**config.mk**
```make
export PLATFORM = sky130hd
export DESIGN_NAME = dual_serial_timer
export DESIGN_NICKNAME = d
export VERILOG_FILES = /design/src/inc/serial_pkg.sv /design/src/inc/fifo_if.sv /design/src/verilog/dual_serial_timer.sv /design/src/verilog/rx_sampler.sv /design/src/verilog/sync_fifo.sv
export SDC_FILE = /design/constraint.sdc
export NUM_CORES = 1
export LEC_CHECK = 0
export BUFFER_PORTS_ARGS = -buffer_cell sky130_fd_sc_hd__buf_2
export CAP_MARGIN = 20
export CORE_MARGIN = 2
export CORE_UTILIZATION = 50
export CTS_CLUSTER_DIAMETER = 200
export CTS_CLUSTER_SIZE = 28
export DETAILED_ROUTE_END_ITERATION = 10
export PLACE_DENSITY = 0.7
export SYNTH_ARGS = -nofsm -noshare
export SYNTH_HDL_FRONTEND = slang
export SYNTH_HIERARCHICAL = 1
export SYNTH_SLANG_ARGS = --single-unit
```
**constraint.sdc**
```tcl
create_clock -name CLK -period 4.09 [get_ports CLK]
set_clock_uncertainty 0.2 [all_clocks]
set_input_delay 0 -clock CLK [delete_from_list [all_inputs] [get_ports CLK]]
set_output_delay 0 -clock CLK [all_outputs]
set_load 0.02 [all_outputs]
```
**src/inc/serial_pkg.sv**
```systemverilog
package serial_pkg;

  // ----------------------------------------------------------------
  // register addresses
  // ----------------------------------------------------------------
  localparam logic [7:0] ADDR_RATE0 = 8'h87;
  localparam logic [7:0] ADDR_CLOCK_RATE = 8'h8E;
  localparam logic [7:0] ADDR_CTRL0 = 8'h98;
  localparam logic [7:0] ADDR_BUF0 = 8'h99;
  localparam logic [7:0] ADDR_CTRL1 = 8'hC0;
  localparam logic [7:0] ADDR_BUF1 = 8'hC1;
  localparam logic [7:0] ADDR_WT_CTRL = 8'hC8;
  localparam logic [7:0] ADDR_RELOAD_HIGH = 8'hCA;
  localparam logic [7:0] ADDR_RELOAD_LOW = 8'hCB;
  localparam logic [7:0] ADDR_COUNT_LOW = 8'hCC;
  localparam logic [7:0] ADDR_COUNT_HIGH = 8'hCD;
  localparam logic [7:0] ADDR_ACTIVATION = 8'hD7;
  localparam logic [7:0] ADDR_RATE1 = 8'hD8;

  // ----------------------------------------------------------------
  // field positions and reset values
  // ----------------------------------------------------------------
  localparam int BIT_DOUBLER = 7;
  localparam int BIT_WT_RATE = 5;
  localparam int BIT_MODE_A = 7;
  localparam int BIT_MODE_B = 6;
  localparam int BIT_MULTIPROC = 5;
  localparam int BIT_RX_ENABLE = 4;
  localparam int BIT_TX_NINTH = 3;
  localparam int BIT_RX_NINTH = 2;
  localparam int BIT_TX_DONE = 1;
  localparam int BIT_RX_DONE = 0;
  localparam int BIT_WT_OVF = 7;
  localparam int BIT_RX_CLK_SEL = 5;
  localparam int BIT_TX_CLK_SEL = 4;
  localparam int BIT_WT_RUN = 2;
  localparam int BIT_WT_COUNTER = 1;
  localparam int BIT_RELOAD_DIS = 0;
  localparam int BIT_PORT1_ACT = 0;
  localparam logic [7:0] RESET_BYTE = 8'h00;
  localparam logic [7:0] IDLE_BYTE = 8'hFF;
  localparam logic [15:0] COUNT_TOP = 16'hFFFF;

  // ----------------------------------------------------------------
  // serial modes and timing counts
  // ----------------------------------------------------------------
  localparam logic [1:0] MODE_1 = 2'b01;
  localparam logic [1:0] MODE_2 = 2'b10;
  localparam logic [1:0] MODE_3 = 2'b11;
  localparam logic [3:0] WT_STEP_FAST = 4'd4;
  localparam logic [3:0] WT_STEP_SLOW = 4'd12;
  localparam logic [3:0] WT_STEP_BAUD = 4'd2;
  localparam logic [3:0] M2_STEP_FAST = 4'd2;
  localparam logic [3:0] M2_STEP_SLOW = 4'd4;
  localparam logic [3:0] OVERSAMPLE_LAST = 4'd15;
  localparam logic [3:0] SAMPLE_DECIDE = 4'd10;
  localparam logic [3:0] LAST_RX_BIT = 4'd9;
  localparam logic [3:0] TX_BITS_MODE1 = 4'd9;
  localparam logic [3:0] TX_BITS_NINE = 4'd10;

  typedef enum logic {LINE_IDLE, LINE_BUSY} line_state_t;

endpackage : serial_pkg

```
**src/inc/fifo_if.sv**
```systemverilog
`timescale 1ns/1ns
`default_nettype none
// valid/ready word channel into a buffer from the register side, or out of it to the transmitter
interface fifo_if #(parameter int WIDTH = 8);
  logic valid;
  logic ready;
  logic [WIDTH-1:0] data;
  modport source (output valid, output data, input ready);
  modport sink (input valid, input data, output ready);
endinterface : fifo_if
`default_nettype wire

```
**src/verilog/dual_serial_timer.sv**
```systemverilog
`timescale 1ns/1ns
`default_nettype none
module dual_serial_timer #(
  parameter int TX_DEPTH = 16
) (
  input wire logic CLK,
  input wire logic NRST,
  input wire logic [7:0] SFR_ADDR,
  input wire logic [7:0] SFR_WDATA,
  input wire logic SFR_WR,
  input wire logic SFR_RD,
  output logic [7:0] SFR_RDATA,
  input wire logic NARROW_TIMER_OVERFLOW,
  input wire logic PORT0_RECEIVE_PIN,
  input wire logic PORT1_RECEIVE_PIN,
  output logic PORT0_TRANSMIT_PIN,
  output logic PORT1_TRANSMIT_PIN,
  output logic [1:0] TX_BUFFER_READY,
  output logic WIDE_TIMER_REQUEST
);
  if (TX_DEPTH < 2)
  begin : bad_depth
    $error("transmit buffer depth must be at least 2");
  end

  // ----------------------------------------------------------------
  // shared registers
  // ----------------------------------------------------------------
  logic [7:0] rate0_reg;
  logic [7:0] rate1_reg;
  logic [7:0] clock_rate_reg;
  logic [7:0] wt_ctrl_reg;
  logic [7:0] reload_high_reg;
  logic [7:0] reload_low_reg;
  logic [7:0] activation_reg;
  logic [15:0] count_reg;
  logic [3:0] wt_pre_reg;
  logic [3:0] m2_pre_reg;
  logic [7:0] ctrl_reg [2];
  logic [7:0] hold_reg [2];
  logic [1:0] port_tx_out;
  logic [1:0] rx_pin;
  logic [1:0] doubler;
  logic wr_ctrl_wt;
  logic baud_mode;
  logic wt_step;
  logic wt_ovf;
  logic t2_pulse;
  logic [3:0] wt_div;
  logic m2_tick;

  assign wr_ctrl_wt = SFR_WR && SFR_ADDR == serial_pkg::ADDR_WT_CTRL;
  assign rx_pin = {PORT1_RECEIVE_PIN, PORT0_RECEIVE_PIN};
  assign doubler = {rate1_reg[serial_pkg::BIT_DOUBLER], rate0_reg[serial_pkg::BIT_DOUBLER]};

  // plain configuration registers; flag bits are handled separately
  always_ff @(posedge CLK or negedge NRST)
  begin
    if (!NRST)
    begin
      rate0_reg <= serial_pkg::RESET_BYTE;
      rate1_reg <= serial_pkg::RESET_BYTE;
      clock_rate_reg <= serial_pkg::RESET_BYTE;
      reload_high_reg <= serial_pkg::RESET_BYTE;
      reload_low_reg <= serial_pkg::RESET_BYTE;
      activation_reg <= serial_pkg::RESET_BYTE;
    end
    else if (SFR_WR)
    begin
      case (SFR_ADDR)
        serial_pkg::ADDR_RATE0: rate0_reg <= SFR_WDATA;
        serial_pkg::ADDR_RATE1: rate1_reg <= SFR_WDATA;
        serial_pkg::ADDR_CLOCK_RATE: clock_rate_reg <= SFR_WDATA;
        serial_pkg::ADDR_RELOAD_HIGH: reload_high_reg <= SFR_WDATA;
        serial_pkg::ADDR_RELOAD_LOW: reload_low_reg <= SFR_WDATA;
        serial_pkg::ADDR_ACTIVATION: activation_reg <= SFR_WDATA;
        default: ;
      endcase
    end
  end

  // ----------------------------------------------------------------
  // wide timer
  // ----------------------------------------------------------------
  // the counter select bit is stored but ignored: only the system clock counts
  assign baud_mode = (wt_ctrl_reg[serial_pkg::BIT_RX_CLK_SEL] || wt_ctrl_reg[serial_pkg::BIT_TX_CLK_SEL])
                   && wt_ctrl_reg[serial_pkg::BIT_WT_RUN];
  always_comb
  begin
    if (baud_mode)
      wt_div = serial_pkg::WT_STEP_BAUD;
    else if (clock_rate_reg[serial_pkg::BIT_WT_RATE])
      wt_div = serial_pkg::WT_STEP_FAST;
    else
      wt_div = serial_pkg::WT_STEP_SLOW;
  end
  assign wt_step = wt_ctrl_reg[serial_pkg::BIT_WT_RUN] && wt_pre_reg >= wt_div - 4'd1;
  assign wt_ovf = wt_step && count_reg == serial_pkg::COUNT_TOP;
  assign t2_pulse = wt_ovf && baud_mode;

  // prescaler; restarts when stopped so the first step is a full period
  always_ff @(posedge CLK or negedge NRST)
  begin
    if (!NRST)
      wt_pre_reg <= 4'd0;
    else if (!wt_ctrl_reg[serial_pkg::BIT_WT_RUN] || wt_step)
      wt_pre_reg <= 4'd0;
    else
      wt_pre_reg <= wt_pre_reg + 4'd1;
  end

  // count; a software write to a count byte wins over a step
  always_ff @(posedge CLK or negedge NRST)
  begin
    if (!NRST)
      count_reg <= 16'h0000;
    else if (SFR_WR && SFR_ADDR == serial_pkg::ADDR_COUNT_LOW)
      count_reg[7:0] <= SFR_WDATA;
    else if (SFR_WR && SFR_ADDR == serial_pkg::ADDR_COUNT_HIGH)
      count_reg[15:8] <= SFR_WDATA;
    else if (wt_ovf && (baud_mode || wt_ctrl_reg[serial_pkg::BIT_RX_CLK_SEL]
             || wt_ctrl_reg[serial_pkg::BIT_TX_CLK_SEL] || !wt_ctrl_reg[serial_pkg::BIT_RELOAD_DIS]))
      count_reg <= {reload_high_reg, reload_low_reg};
    else if (wt_step)
      count_reg <= count_reg + 16'h0001;
  end

  // control register; overflow set beats a software clear in the same cycle
  always_ff @(posedge CLK or negedge NRST)
  begin
    if (!NRST)
      wt_ctrl_reg <= serial_pkg::RESET_BYTE;
    else
    begin
      if (wr_ctrl_wt)
        wt_ctrl_reg <= SFR_WDATA;
      if (wt_ovf && !baud_mode)
        wt_ctrl_reg[serial_pkg::BIT_WT_OVF] <= 1'b1;
    end
  end
  assign WIDE_TIMER_REQUEST = wt_ctrl_reg[serial_pkg::BIT_WT_OVF];

  // mode 2 oversample tick: clk/2 or clk/4 gives bit rate clk/32 or clk/64
  always_ff @(posedge CLK or negedge NRST)
  begin
    if (!NRST)
      m2_pre_reg <= 4'd0;
    else if (m2_tick)
      m2_pre_reg <= 4'd0;
    else
      m2_pre_reg <= m2_pre_reg + 4'd1;
  end
  assign m2_tick = m2_pre_reg >= (doubler[0] ? serial_pkg::M2_STEP_FAST : serial_pkg::M2_STEP_SLOW) - 4'd1;

  // ----------------------------------------------------------------
  // serial ports
  // ----------------------------------------------------------------
  for (genvar p = 0; p < 2; p++)
  begin : port
    localparam logic [7:0] CTRL_ADDR = (p == 0) ? serial_pkg::ADDR_CTRL0 : serial_pkg::ADDR_CTRL1;
    localparam logic [7:0] BUF_ADDR = (p == 0) ? serial_pkg::ADDR_BUF0 : serial_pkg::ADDR_BUF1;
    fifo_if #(.WIDTH(8)) fill_ch ();
    fifo_if #(.WIDTH(8)) drain_ch ();
    logic [1:0] mode;
    logic active;
    logic half_reg;
    logic narrow_tick;
    logic tx_tick;
    logic rx_tick;
    logic tx_set;
    logic rx_set;
    logic ninth_now;
    logic line_level;
    logic line_prev_reg;
    logic maj;
    logic accept;
    serial_pkg::line_state_t tx_state_reg;
    serial_pkg::line_state_t rx_state_reg;
    logic [3:0] tx_div_reg;
    logic [3:0] tx_left_reg;
    logic [9:0] tx_shift_reg;
    logic [3:0] rx_div_reg;
    logic [3:0] rx_bit_reg;
    logic [7:0] rx_data_reg;

    // port 1 only runs while its activation bit is cleared
    assign active = (p == 0) || !activation_reg[serial_pkg::BIT_PORT1_ACT];
    assign mode = {ctrl_reg[p][serial_pkg::BIT_MODE_A], ctrl_reg[p][serial_pkg::BIT_MODE_B]};

    // narrow timer overflow halved unless the rate doubler is set
    always_ff @(posedge CLK or negedge NRST)
    begin
      if (!NRST)
        half_reg <= 1'b0;
      else if (NARROW_TIMER_OVERFLOW)
        half_reg <= ~half_reg;
    end
    assign narrow_tick = NARROW_TIMER_OVERFLOW && (doubler[p] || half_reg);

    // oversample ticks per direction; wide timer only reaches port 0
    always_comb
    begin
      tx_tick = 1'b0;
      rx_tick = 1'b0;
      case (mode)
        serial_pkg::MODE_2:
        begin
          tx_tick = m2_tick;
          rx_tick = m2_tick;
        end
        serial_pkg::MODE_1, serial_pkg::MODE_3:
        begin
          tx_tick = (p == 0 && wt_ctrl_reg[serial_pkg::BIT_TX_CLK_SEL]) ? t2_pulse : narrow_tick;
          rx_tick = (p == 0 && wt_ctrl_reg[serial_pkg::BIT_RX_CLK_SEL]) ? t2_pulse : narrow_tick;
        end
        default: ;
      endcase
      tx_tick = tx_tick && active;
      rx_tick = rx_tick && active;
    end

    // buffer writes feed the transmit FIFO; a full FIFO drops the write
    assign fill_ch.valid = SFR_WR && SFR_ADDR == BUF_ADDR;
    assign fill_ch.data = SFR_WDATA;
    assign TX_BUFFER_READY[p] = fill_ch.ready;

    sync_fifo #(.WIDTH(8), .DEPTH(TX_DEPTH)) tx_fifo (
      .clk(CLK),
      .nrst(NRST),
      .fill(fill_ch.sink),
      .drain(drain_ch.source)
    );

    // ---------------- transmitter ----------------
    assign drain_ch.ready = tx_state_reg == serial_pkg::LINE_IDLE && tx_tick
                         && tx_div_reg == serial_pkg::OVERSAMPLE_LAST;
    assign ninth_now = (mode == serial_pkg::MODE_1) ? 1'b1 : ctrl_reg[p][serial_pkg::BIT_TX_NINTH];
    assign tx_set = tx_state_reg == serial_pkg::LINE_BUSY && tx_tick
                 && tx_div_reg == serial_pkg::OVERSAMPLE_LAST && tx_left_reg == 4'd1;

    // divide by 16; frames start on a rollover while the buffer holds a word
    always_ff @(posedge CLK or negedge NRST)
    begin
      if (!NRST)
        tx_div_reg <= 4'd0;
      else if (tx_tick)
        tx_div_reg <= tx_div_reg + 4'd1;
    end

    // shift out start, data lsb first, ninth bit if any, then stop
    always_ff @(posedge CLK or negedge NRST)
    begin
      if (!NRST)
      begin
        tx_state_reg <= serial_pkg::LINE_IDLE;
        tx_left_reg <= 4'd0;
        tx_shift_reg <= '1;
        port_tx_out[p] <= 1'b1;
      end
      else if (tx_tick && tx_div_reg == serial_pkg::OVERSAMPLE_LAST)
      begin
        case (tx_state_reg)
          serial_pkg::LINE_IDLE:
            if (drain_ch.valid)
            begin
              port_tx_out[p] <= 1'b0;
              tx_shift_reg <= {1'b1, ninth_now, drain_ch.data};
              tx_left_reg <= (mode == serial_pkg::MODE_1) ? serial_pkg::TX_BITS_MODE1 : serial_pkg::TX_BITS_NINE;
              tx_state_reg <= serial_pkg::LINE_BUSY;
            end
          serial_pkg::LINE_BUSY:
            if (tx_left_reg == 4'd0)
              tx_state_reg <= serial_pkg::LINE_IDLE;
            else
            begin
              port_tx_out[p] <= tx_shift_reg[0];
              tx_shift_reg <= {1'b1, tx_shift_reg[9:1]};
              tx_left_reg <= tx_left_reg - 4'd1;
            end
          default: tx_state_reg <= serial_pkg::LINE_IDLE;
        endcase
      end
    end

    // ---------------- receiver ----------------
    rx_sampler sampler (
      .clk(CLK),
      .nrst(NRST),
      .pin(rx_pin[p]),
      .tick(rx_tick),
      .level(line_level),
      .majority(maj)
    );

    // previous synchronised level for falling-edge search
    always_ff @(posedge CLK or negedge NRST)
    begin
      if (!NRST)
        line_prev_reg <= 1'b1;
      else
        line_prev_reg <= line_level;
    end

    // last bit is the stop bit in mode 1 and the ninth bit in modes 2 and 3
    assign accept = !ctrl_reg[p][serial_pkg::BIT_RX_DONE]
                 && (!ctrl_reg[p][serial_pkg::BIT_MULTIPROC] || maj);
    assign rx_set = rx_state_reg == serial_pkg::LINE_BUSY && rx_tick
                 && rx_div_reg == serial_pkg::SAMPLE_DECIDE && rx_bit_reg == serial_pkg::LAST_RX_BIT && accept;

    // decision sits after samples 7, 8 and 9 of each bit
    always_ff @(posedge CLK or negedge NRST)
    begin
      if (!NRST)
      begin
        rx_state_reg <= serial_pkg::LINE_IDLE;
        rx_div_reg <= 4'd0;
        rx_bit_reg <= 4'd0;
        rx_data_reg <= serial_pkg::RESET_BYTE;
      end
      else
      begin
        case (rx_state_reg)
          serial_pkg::LINE_IDLE:
            if (ctrl_reg[p][serial_pkg::BIT_RX_ENABLE] && active && line_prev_reg && !line_level)
            begin
              rx_div_reg <= 4'd0;
              rx_bit_reg <= 4'd0;
              rx_state_reg <= serial_pkg::LINE_BUSY;
            end
          serial_pkg::LINE_BUSY:
            if (!ctrl_reg[p][serial_pkg::BIT_RX_ENABLE] || !active)
              rx_state_reg <= serial_pkg::LINE_IDLE;
            else if (rx_tick)
            begin
              rx_div_reg <= rx_div_reg + 4'd1;
              if (rx_div_reg == serial_pkg::OVERSAMPLE_LAST)
                rx_bit_reg <= rx_bit_reg + 4'd1;
              if (rx_div_reg == serial_pkg::SAMPLE_DECIDE)
              begin
                if (rx_bit_reg == 4'd0 && maj)
                  rx_state_reg <= serial_pkg::LINE_IDLE;
                else if (rx_bit_reg == serial_pkg::LAST_RX_BIT)
                  rx_state_reg <= serial_pkg::LINE_IDLE;
                else if (rx_bit_reg != 4'd0)
                  rx_data_reg <= {maj, rx_data_reg[7:1]};
              end
            end
          default: rx_state_reg <= serial_pkg::LINE_IDLE;
        endcase
      end
    end

    // holding register keeps the word while the next one shifts in
    always_ff @(posedge CLK or negedge NRST)
    begin
      if (!NRST)
        hold_reg[p] <= serial_pkg::RESET_BYTE;
      else if (rx_set)
        hold_reg[p] <= rx_data_reg;
    end

    // control register; hardware sets of the done flags win over clears
    always_ff @(posedge CLK or negedge NRST)
    begin
      if (!NRST)
        ctrl_reg[p] <= serial_pkg::RESET_BYTE;
      else
      begin
        if (SFR_WR && SFR_ADDR == CTRL_ADDR)
          ctrl_reg[p] <= SFR_WDATA;
        if (rx_set)
        begin
          ctrl_reg[p][serial_pkg::BIT_RX_NINTH] <= maj;
          ctrl_reg[p][serial_pkg::BIT_RX_DONE] <= 1'b1;
        end
        if (tx_set)
          ctrl_reg[p][serial_pkg::BIT_TX_DONE] <= 1'b1;
      end
    end
  end

  assign PORT0_TRANSMIT_PIN = port_tx_out[0];
  assign PORT1_TRANSMIT_PIN = port_tx_out[1];

  // ----------------------------------------------------------------
  // register read port, one cycle latency, no read side effects
  // ----------------------------------------------------------------
  always_ff @(posedge CLK or negedge NRST)
  begin
    if (!NRST)
      SFR_RDATA <= serial_pkg::RESET_BYTE;
    else if (SFR_RD)
    begin
      case (SFR_ADDR)
        serial_pkg::ADDR_RATE0: SFR_RDATA <= rate0_reg;
        serial_pkg::ADDR_RATE1: SFR_RDATA <= rate1_reg;
        serial_pkg::ADDR_CLOCK_RATE: SFR_RDATA <= clock_rate_reg;
        serial_pkg::ADDR_CTRL0: SFR_RDATA <= ctrl_reg[0];
        serial_pkg::ADDR_CTRL1: SFR_RDATA <= ctrl_reg[1];
        serial_pkg::ADDR_BUF0: SFR_RDATA <= hold_reg[0];
        serial_pkg::ADDR_BUF1: SFR_RDATA <= hold_reg[1];
        serial_pkg::ADDR_WT_CTRL: SFR_RDATA <= wt_ctrl_reg;
        serial_pkg::ADDR_RELOAD_HIGH: SFR_RDATA <= reload_high_reg;
        serial_pkg::ADDR_RELOAD_LOW: SFR_RDATA <= reload_low_reg;
        serial_pkg::ADDR_COUNT_LOW: SFR_RDATA <= count_reg[7:0];
        serial_pkg::ADDR_COUNT_HIGH: SFR_RDATA <= count_reg[15:8];
        serial_pkg::ADDR_ACTIVATION: SFR_RDATA <= activation_reg;
        default: SFR_RDATA <= serial_pkg::RESET_BYTE; // unmapped reads zero
      endcase
    end
  end
endmodule : dual_serial_timer
`default_nettype wire

```
**src/verilog/rx_sampler.sv**
```systemverilog
`timescale 1ns/1ns
`default_nettype none
module rx_sampler (
  input wire logic clk,
  input wire logic nrst,
  input wire logic pin,
  input wire logic tick,
  output logic level,
  output logic majority
);
  logic meta_reg;
  logic [2:0] samples_reg;

  // two-stage synchroniser; idle line is high
  always_ff @(posedge clk or negedge nrst)
  begin
    if (!nrst)
    begin
      meta_reg <= 1'b1;
      level <= 1'b1;
    end
    else
    begin
      meta_reg <= pin;
      level <= meta_reg;
    end
  end

  // three most recent oversamples
  always_ff @(posedge clk or negedge nrst)
  begin
    if (!nrst)
      samples_reg <= 3'b111;
    else if (tick)
      samples_reg <= {samples_reg[1:0], level};
  end

  // noise rejection: two of three wins
  assign majority = (samples_reg[0] & samples_reg[1]) | (samples_reg[0] & samples_reg[2])
                  | (samples_reg[1] & samples_reg[2]);
endmodule : rx_sampler
`default_nettype wire

```
**src/verilog/sync_fifo.sv**
```systemverilog
`timescale 1ns/1ns
`default_nettype none
module sync_fifo #(
  parameter int WIDTH = 8,
  parameter int DEPTH = 16
) (
  input wire logic clk,
  input wire logic nrst,
  fifo_if.sink fill,
  fifo_if.source drain
);
  localparam int AW = $clog2(DEPTH);

  // ----------------------------------------------------------------
  // elaboration check
  // ----------------------------------------------------------------
  if (DEPTH < 2 || (1 << AW) != DEPTH || WIDTH < 1)
  begin : bad_shape
    $error("sync_fifo needs a power-of-two depth of at least 2");
  end

  logic [WIDTH-1:0] mem_reg [DEPTH];
  logic [AW:0] wr_ptr_reg;
  logic [AW:0] rd_ptr_reg;
  logic push;
  logic pop;

  // full when pointers differ only in the wrap bit
  assign fill.ready = (wr_ptr_reg ^ rd_ptr_reg) != {1'b1, {AW{1'b0}}};
  assign drain.valid = wr_ptr_reg != rd_ptr_reg;
  assign drain.data = mem_reg[rd_ptr_reg[AW-1:0]];
  assign push = fill.valid && fill.ready;
  assign pop = drain.valid && drain.ready;

  // storage, written only on an accepted push
  always_ff @(posedge clk)
  begin
    if (push)
      mem_reg[wr_ptr_reg[AW-1:0]] <= fill.data;
  end

  // pointers
  always_ff @(posedge clk or negedge nrst)
  begin
    if (!nrst)
    begin
      wr_ptr_reg <= '0;
      rd_ptr_reg <= '0;
    end
    else
    begin
      if (push)
        wr_ptr_reg <= wr_ptr_reg + 1'b1;
      if (pop)
        rd_ptr_reg <= rd_ptr_reg + 1'b1;
    end
  end
endmodule : sync_fifo
`default_nettype wire
```
## Word level (Yosys, flattened, before mapping)

Memories as Yosys holds them, arrays and structs flattened.
Cells that the tools add are included.

- Output and inout port bits: 13
- Memories kept: 2
- Input port bits: 23
- Register bits after elaboration: 228
- RAM bits: 256
- Logic and storage cells: 334

- Reduce and logical (&&, ||, !) cells: 101
- Bitwise logic cells: 24
- Order comparisons: 2
- Eq/ne operators: 47
- Mux-type cells: 88
- Add/sub/neg operators: 17

Memory list:

| memory | words | width | read ports | clocked after memory_dff | wr ports | RTL line | source |
|---|---|---|---|---|---|---|---|
| port[0].tx_fifo.mem_reg | 16 | 8 | 1 | 0 | 1 | sync_fifo.sv:22 | `logic [WIDTH-1:0] mem_reg [DEPTH];` |
| port[1].tx_fifo.mem_reg | 16 | 8 | 1 | 0 | 1 | sync_fifo.sv:22 |  |

Operator list:

| cell | count |
|---|---|
| == test 8 bit (second input constant) | 13 |
| case mux 8 bit (13 select lines) | 1 |
| two-way mux 4 bit | 20 |
| logical AND 1 bit | 49 |
| case mux 4 bit (2 select lines) | 6 |
| two-way mux 10 bit | 4 |
| case mux 10 bit (2 select lines) | 2 |
| two-way mux 1 bit | 35 |
| adder 4 x 1 -> 4 bit (second input constant) | 8 |
| == test 4 bit (second input constant) | 8 |
| two-way mux 16 bit | 2 |
| two-way mux 8 bit | 4 |
| adder 5 x 1 -> 5 bit (second input constant) | 4 |
| inequality test 2 bit (second input constant) | 9 |
| case mux 1 bit (2 select lines) | 9 |
| adder 16 x 1 -> 16 bit (second input constant) | 1 |
| == test 16 bit (second input constant) | 1 |
| zero test 4 bit | 4 |
| AND reduction 2 bit | 8 |
| AND reduction 7 bit | 2 |
| inverter 1 bit | 12 |
| AND reduction 3 bit | 4 |
| subtractor 4 x 1 -> 4 bit (second input constant) | 3 |
| zero test 1 bit | 11 |
| 19 further kinds | 59 |

## Longest topological paths before layout

- Depth after elaboration: 15
- Depth in mapped cells: 13
- Depth with buffers taken out: 12

## Cells and area by module

Netlist, hierarchy kept.

By module, submodules not included:

| module | seq. area each (µm²) | cells an instance | area each (µm²) | instances |
|---|---|---|---|---|
| dual_serial_timer | 4932.2 | 938 | 10054.6 | 1 |
| sync_fifo at port[1].tx_fifo | 4093.9 | 313 | 5685.5 | 1 |
| sync_fifo at port[0].tx_fifo | 4093.9 | 293 | 5675.4 | 1 |
| rx_sampler | 131.4 | 9 | 176.4 | 2 |

## Worst setup path before layout

OpenSTA, ideal clock, no wires.

- Kind: reg2reg
- From: register wt_ctrl_reg[5]
- To: register hold_reg[10] in the netlist's numbering
- Library setup time: 0.125 ns
- Required time: 3.765 ns
- Arrival: 2.690 ns
- Cell stages (with the launch flop): 10
- Buffers on the path: 0
- Slack: 1.075 ns
- Clock period less this slack: 3.015 ns
- Cells stage by stage: dfrtp_1 > nor2_1 > nor2b_1 > or2_2 > ha_1 > a31oi_1 > nor3_2 > nor2_2 > a2111oi_4 > mux2_2

- Cells in the longest elaborated chain, start to end: 14

Ends and longest elaborated chain:

| what | RTL line | source |
|---|---|---|
| from (decl) | dual_serial_timer.sv:32 | `logic [7:0] wt_ctrl_reg;` |
| from (signal assigned) | dual_serial_timer.sv:132 | `wt_ctrl_reg <= serial_pkg::RESET_BYTE;` |
| logical OR 1 bit | dual_serial_timer.sv:86 | `assign baud_mode = (wt_ctrl_reg[serial_pkg::BIT_RX_CLK_SEL] \|\| wt_ctrl_reg[serial_pkg::BIT_TX_CLK_SEL])` |
| logical AND 1 bit | dual_serial_timer.sv:87 | `&& wt_ctrl_reg[serial_pkg::BIT_WT_RUN];` |
| two-way mux 4 bit | dual_serial_timer.sv:90 | `if (baud_mode)` |
| subtractor 4 x 1 -> 4 bit | dual_serial_timer.sv:97 | `assign wt_step = wt_ctrl_reg[serial_pkg::BIT_WT_RUN] && wt_pre_reg >= wt_div - 4'd1;` |
| >= comparator 4 bit | dual_serial_timer.sv:97 |  |
| logical AND 1 bit | dual_serial_timer.sv:97 |  |
| logical AND 1 bit | dual_serial_timer.sv:98 | `assign wt_ovf = wt_step && count_reg == serial_pkg::COUNT_TOP;` |
| logical AND 1 bit | dual_serial_timer.sv:99 | `assign t2_pulse = wt_ovf && baud_mode;` |
| two-way mux 1 bit * | dual_serial_timer.sv:214 | `rx_tick = (p == 0 && wt_ctrl_reg[serial_pkg::BIT_RX_CLK_SEL]) ? t2_pulse : narrow_tick;` |
| case mux 1 bit (2 select lines) * | dual_serial_timer.sv:205 | `case (mode)` |
| logical AND 1 bit * | dual_serial_timer.sv:307 | `assign rx_set = rx_state_reg == serial_pkg::LINE_BUSY && rx_tick` |
| logical AND 1 bit * (3 in series) | dual_serial_timer.sv:308 | `&& rx_div_reg == serial_pkg::SAMPLE_DECIDE && rx_bit_reg == serial_pkg::LAST_RX_BIT && accept;` |
| to (signal, indexed assignment) | dual_serial_timer.sv:357 | `hold_reg[p] <= serial_pkg::RESET_BYTE;` |
| to (signal, indexed assignment) | dual_serial_timer.sv:359 | `hold_reg[p] <= rx_data_reg;` |
| to (decl) | dual_serial_timer.sv:40 | `logic [7:0] hold_reg [2];` |

Mark *: on every way between the ends. The rest lies on a longest branch, timed or not.
A chain may end at the register's enable or synchronous reset.

## Final worst setup path

- From: register wt_ctrl_reg[5]
- To: register port[0].tx_fifo.rd_ptr_reg[1]

- Cells in the longest elaborated chain, start to end: 13

Ends and longest elaborated chain:

| what | RTL line | source |
|---|---|---|
| logical OR 1 bit * | dual_serial_timer.sv:86 |  |
| logical AND 1 bit * | dual_serial_timer.sv:87 |  |
| two-way mux 4 bit | dual_serial_timer.sv:90 |  |
| subtractor 4 x 1 -> 4 bit | dual_serial_timer.sv:97 |  |
| >= comparator 4 bit | dual_serial_timer.sv:97 |  |
| logical AND 1 bit | dual_serial_timer.sv:97 |  |
| logical AND 1 bit | dual_serial_timer.sv:98 |  |
| logical AND 1 bit * | dual_serial_timer.sv:99 |  |
| two-way mux 1 bit * | dual_serial_timer.sv:213 | `tx_tick = (p == 0 && wt_ctrl_reg[serial_pkg::BIT_TX_CLK_SEL]) ? t2_pulse : narrow_tick;` |
| case mux 1 bit (2 select lines) * | dual_serial_timer.sv:205 |  |
| logical AND 1 bit * | dual_serial_timer.sv:235 | `assign drain_ch.ready = tx_state_reg == serial_pkg::LINE_IDLE && tx_tick` |
| logical AND 1 bit * | dual_serial_timer.sv:236 | `&& tx_div_reg == serial_pkg::OVERSAMPLE_LAST;` |
| via port[0].drain_ch.ready | fifo_if.sv:6 | `logic ready;` |
| logical AND 1 bit * | sync_fifo.sv:33 | `assign pop = drain.valid && drain.ready;` |
| to (signal assigned) | sync_fifo.sv:55 | `rd_ptr_reg <= rd_ptr_reg + 1'b1;` |
| to (decl) | sync_fifo.sv:24 | `logic [AW:0] rd_ptr_reg;` |

The timed path passes the listed nets; every way through them passes the cells marked *.

==> metrics.txt <==
antenna fix cells 0; Final Hold Vio Count 0; first-pass GRT wire length 76400 um; Most common cell on crit path nor2_1; gr usage total between 20 and 25%; Remaining DRCs 0; relative slew slack between 20% and 30%; Max Used Layer met4; Antenna Violating Nets Remaining 0; Syn-to-layout area delta 7.67%; syn_area_per_cell between 10 and 15 um^2; DR WL met2 23000 um; CTS tree yes; worst min-delay path category input pin to register; total CTS buffers 21; Reg2Reg Depth 10; Post-Syn Nets 1619; fraction of layout cells with a size suffix above 1 19.0%; Hold Path End port[1].tx_fifo/mem_reg[10][3]$_DFFE_PP_; hold depth 1; Pins Over Slew Limit 0; reg-to-reg critical path startpoint wt_ctrl_reg[5]$_DFFE_PN0P_; H-tree lvl count 1; top cell type by total area after synthesis edfxtp_1; delay-heaviest family, CP simple AND/OR/NAND/NOR gates; dominant synthesized flop cell edfxtp_1; CP endpoint kind register; max reg flops between 200 and 300; R2R Path End port[0].tx_fifo/rd_ptr_reg[1]$_DFFE_PN0P_; Cell Rows 76; Starting Density 50.6%; Vert. Die Dim 213 um; CTS Sinks 482; number of fill cells in the layout 3525; Yosys Warn Count 6; DRT Pass-1 Iters 5; die area 0.0452 mm^2; routed wl met3 approximately 2800 um; Root Buffer Master clkbuf_16; largest net degree at the start of global routing 85; CP required 4330 ps; EDFF count, synth 256; CP max stage delay 630 ps; Worst Path Max Fanout 16; vias per cell 6.07; dpl cells 2134; clk buf depth 3; Core Util, Final 54.5%; Nets approximately 1700; drt first-iter violations approximately 1300; most frequent cells in the layout 256 x edfxtp_1, 192 x dfrtp_1, 112 x mux2_2; share of the synthesized area in the top cell type between 30% and 40%; commonest non-fill, non-tap cell in the layout edfxtp_1; CP startpoint wt_ctrl_reg[5]$_DFFE_PN0P_; Min Hold Slack 2.25 ps; XOR/XNOR share of the synthesized area ~2.1%; TNS Setup 0 ps; initial antenna violation count 0; via count 13400; I/O Pins 36; Final Cycle Share between 80 and 90%; Worst Path Arrival just under 4000 ps; gr ovfl total 0; core area 0.0430 mm^2; hold path startpoint SFR_WDATA[3]; Synth Area in Adders 2.06%; main combinational cell family by area after synthesis multiplexers; Final setup violation count 0; Slew @ Worst Pin 1080 ps; Syn Std Cell Area 0.0218 mm^2; # Max-Cap Violations 0; Synth Area in Simple Gates 8.49%; post-CTS setup buffers 0; crit start category register; status complete, no violations; sequential area share after synthesis 61.5%; mux cell area share after synthesis 14.3%; Worst-path clk slew 110 ps; ranking of synthesized cells by area edfxtp_1 35%, dfrtp_1 22%, mux2_2 5.8%; total power 0.00835 W; Leak 8.62 nW; post-route insts no fill 2199; dpl hpwl ~32000 um; wire length per cell 22.1 um; met1 WL 21500 um; Worst Path Buf+Inv 0; PwrDens about 360 mW/mm^2; Netlist cell types 86; Synth Area in Compound Gates 9.05%; Peak Freq 0.275 GHz; R2R Setup Slk 460 ps; RSZ-0062 raised after global routing false; worst-skew pair later-pin latency about 560 ps; FF+latch count, synth 482; worst vdd ir 0.320 mV; Die W 213 um; Crit Path Class register to register; Routed WL 48700 um; CP max-delay cell a31oi_1; Post-Syn Instances 1562; Final min period 3630 ps; ys async rst share 46.9%; Port Buffers 35; GPL Wtd Cong roughly 0.90; number of global-route vias before repair about 13000; crit-path cells nor2_1, nor2b_1, or2_2, ha_1, a31oi_1, o211ai_1, nand2_1, nor2_1, o21ai_2, mux2_1
[worst max-delay path by stage]
stage                                                endpoint  cells after the start
global route        port[0].tx_fifo/rd_ptr_reg[1]$_DFFE_PN0P_                     10
CTS                 port[0].tx_fifo/rd_ptr_reg[1]$_DFFE_PN0P_                     10
finish              port[0].tx_fifo/rd_ptr_reg[1]$_DFFE_PN0P_                     10
floorplan                            hold_reg[10]$_DFFE_PN0P_                      9
global placement    port[0].tx_fifo/rd_ptr_reg[1]$_DFFE_PN0P_                     10
detailed placement  port[0].tx_fifo/rd_ptr_reg[1]$_DFFE_PN0P_                     10
[cells in the mapped netlist (all sizes together) (19+ instances only)]
cell    instances
o21ai          91
a22oi          44
nand3          30
buf            38
nand2         103
nor3           27
nand4          19
dfrtp         194
mux4           40
edfxtp        256
nor2           65
nor2b          19
clkbuf         39
mux2i          90
xnor2          30
inv            33
xor2           19
a21oi          42
dfstp          32
ha             34
mux2          115
a221oi         22
[per-layer routing]
metal | global-route usage [%] | up-vias
met5 | 0 | -
met4 | 6.12 | 0
met3 | 2.84 | 84
met2 | 35.0 | 415
met1 | 31.9 | 6850
li1 | - | 6007
[what timing repair did]
action,CTS,global route
endpoints found under the hold margin,285,0
hold buffers,27,0
gates resized for setup,0,0
setup endpoints to repair,0,0
[final cells by class]
type                            instances  area [um^2]  share of cell area (%)
Multi-Input combinational cell        969         7870                    33.6
Clock inverter                          2         38.8                   0.165
Timing Repair Buffer                   91          703                    3.00
Tap cell                              585          732                    3.12
Sequential cell                       482        13400                    57.1
Clock buffer                           36          582                    2.48
Inverter                               34          128                   0.544
[stage by stage]
| stage | area, um^2 | worst slack (ps) |
|---|---|---|
| 6_report | 23400 | 455 |
| 5_1_grt | 23400 | 252 |
| 4_1_cts | 23400 | 497 |
| 3_5_place_dp | 22500 | 521 |
| 3_3_place_gp | 22500 | 646 |
| 2_1_floorplan | 21800 | 1080 |
[kinds of logic after synthesis]
logic type / count (synthesis)
xor gates and xnor gates: 49
adders and majority gates: 36
AOI/OAI and AO/OA: 288
and+or+nand+nor: 350
DFF: 482
buffers and inverters: 111
other: 1
muxes: 245
[report_power, final]
part	leakage [nW]	total (W)	internal (W)	switching (W)
combinational	3.11	0.000509	0.000199	0.000309
sequential	5.21	0.00538	0.00525	0.000128
clock	0.292	0.00246	0.00100	0.00146
total	8.62	0.00835	0.00646	0.00190
No activity file was read; power rests on OpenSTA's default activity.
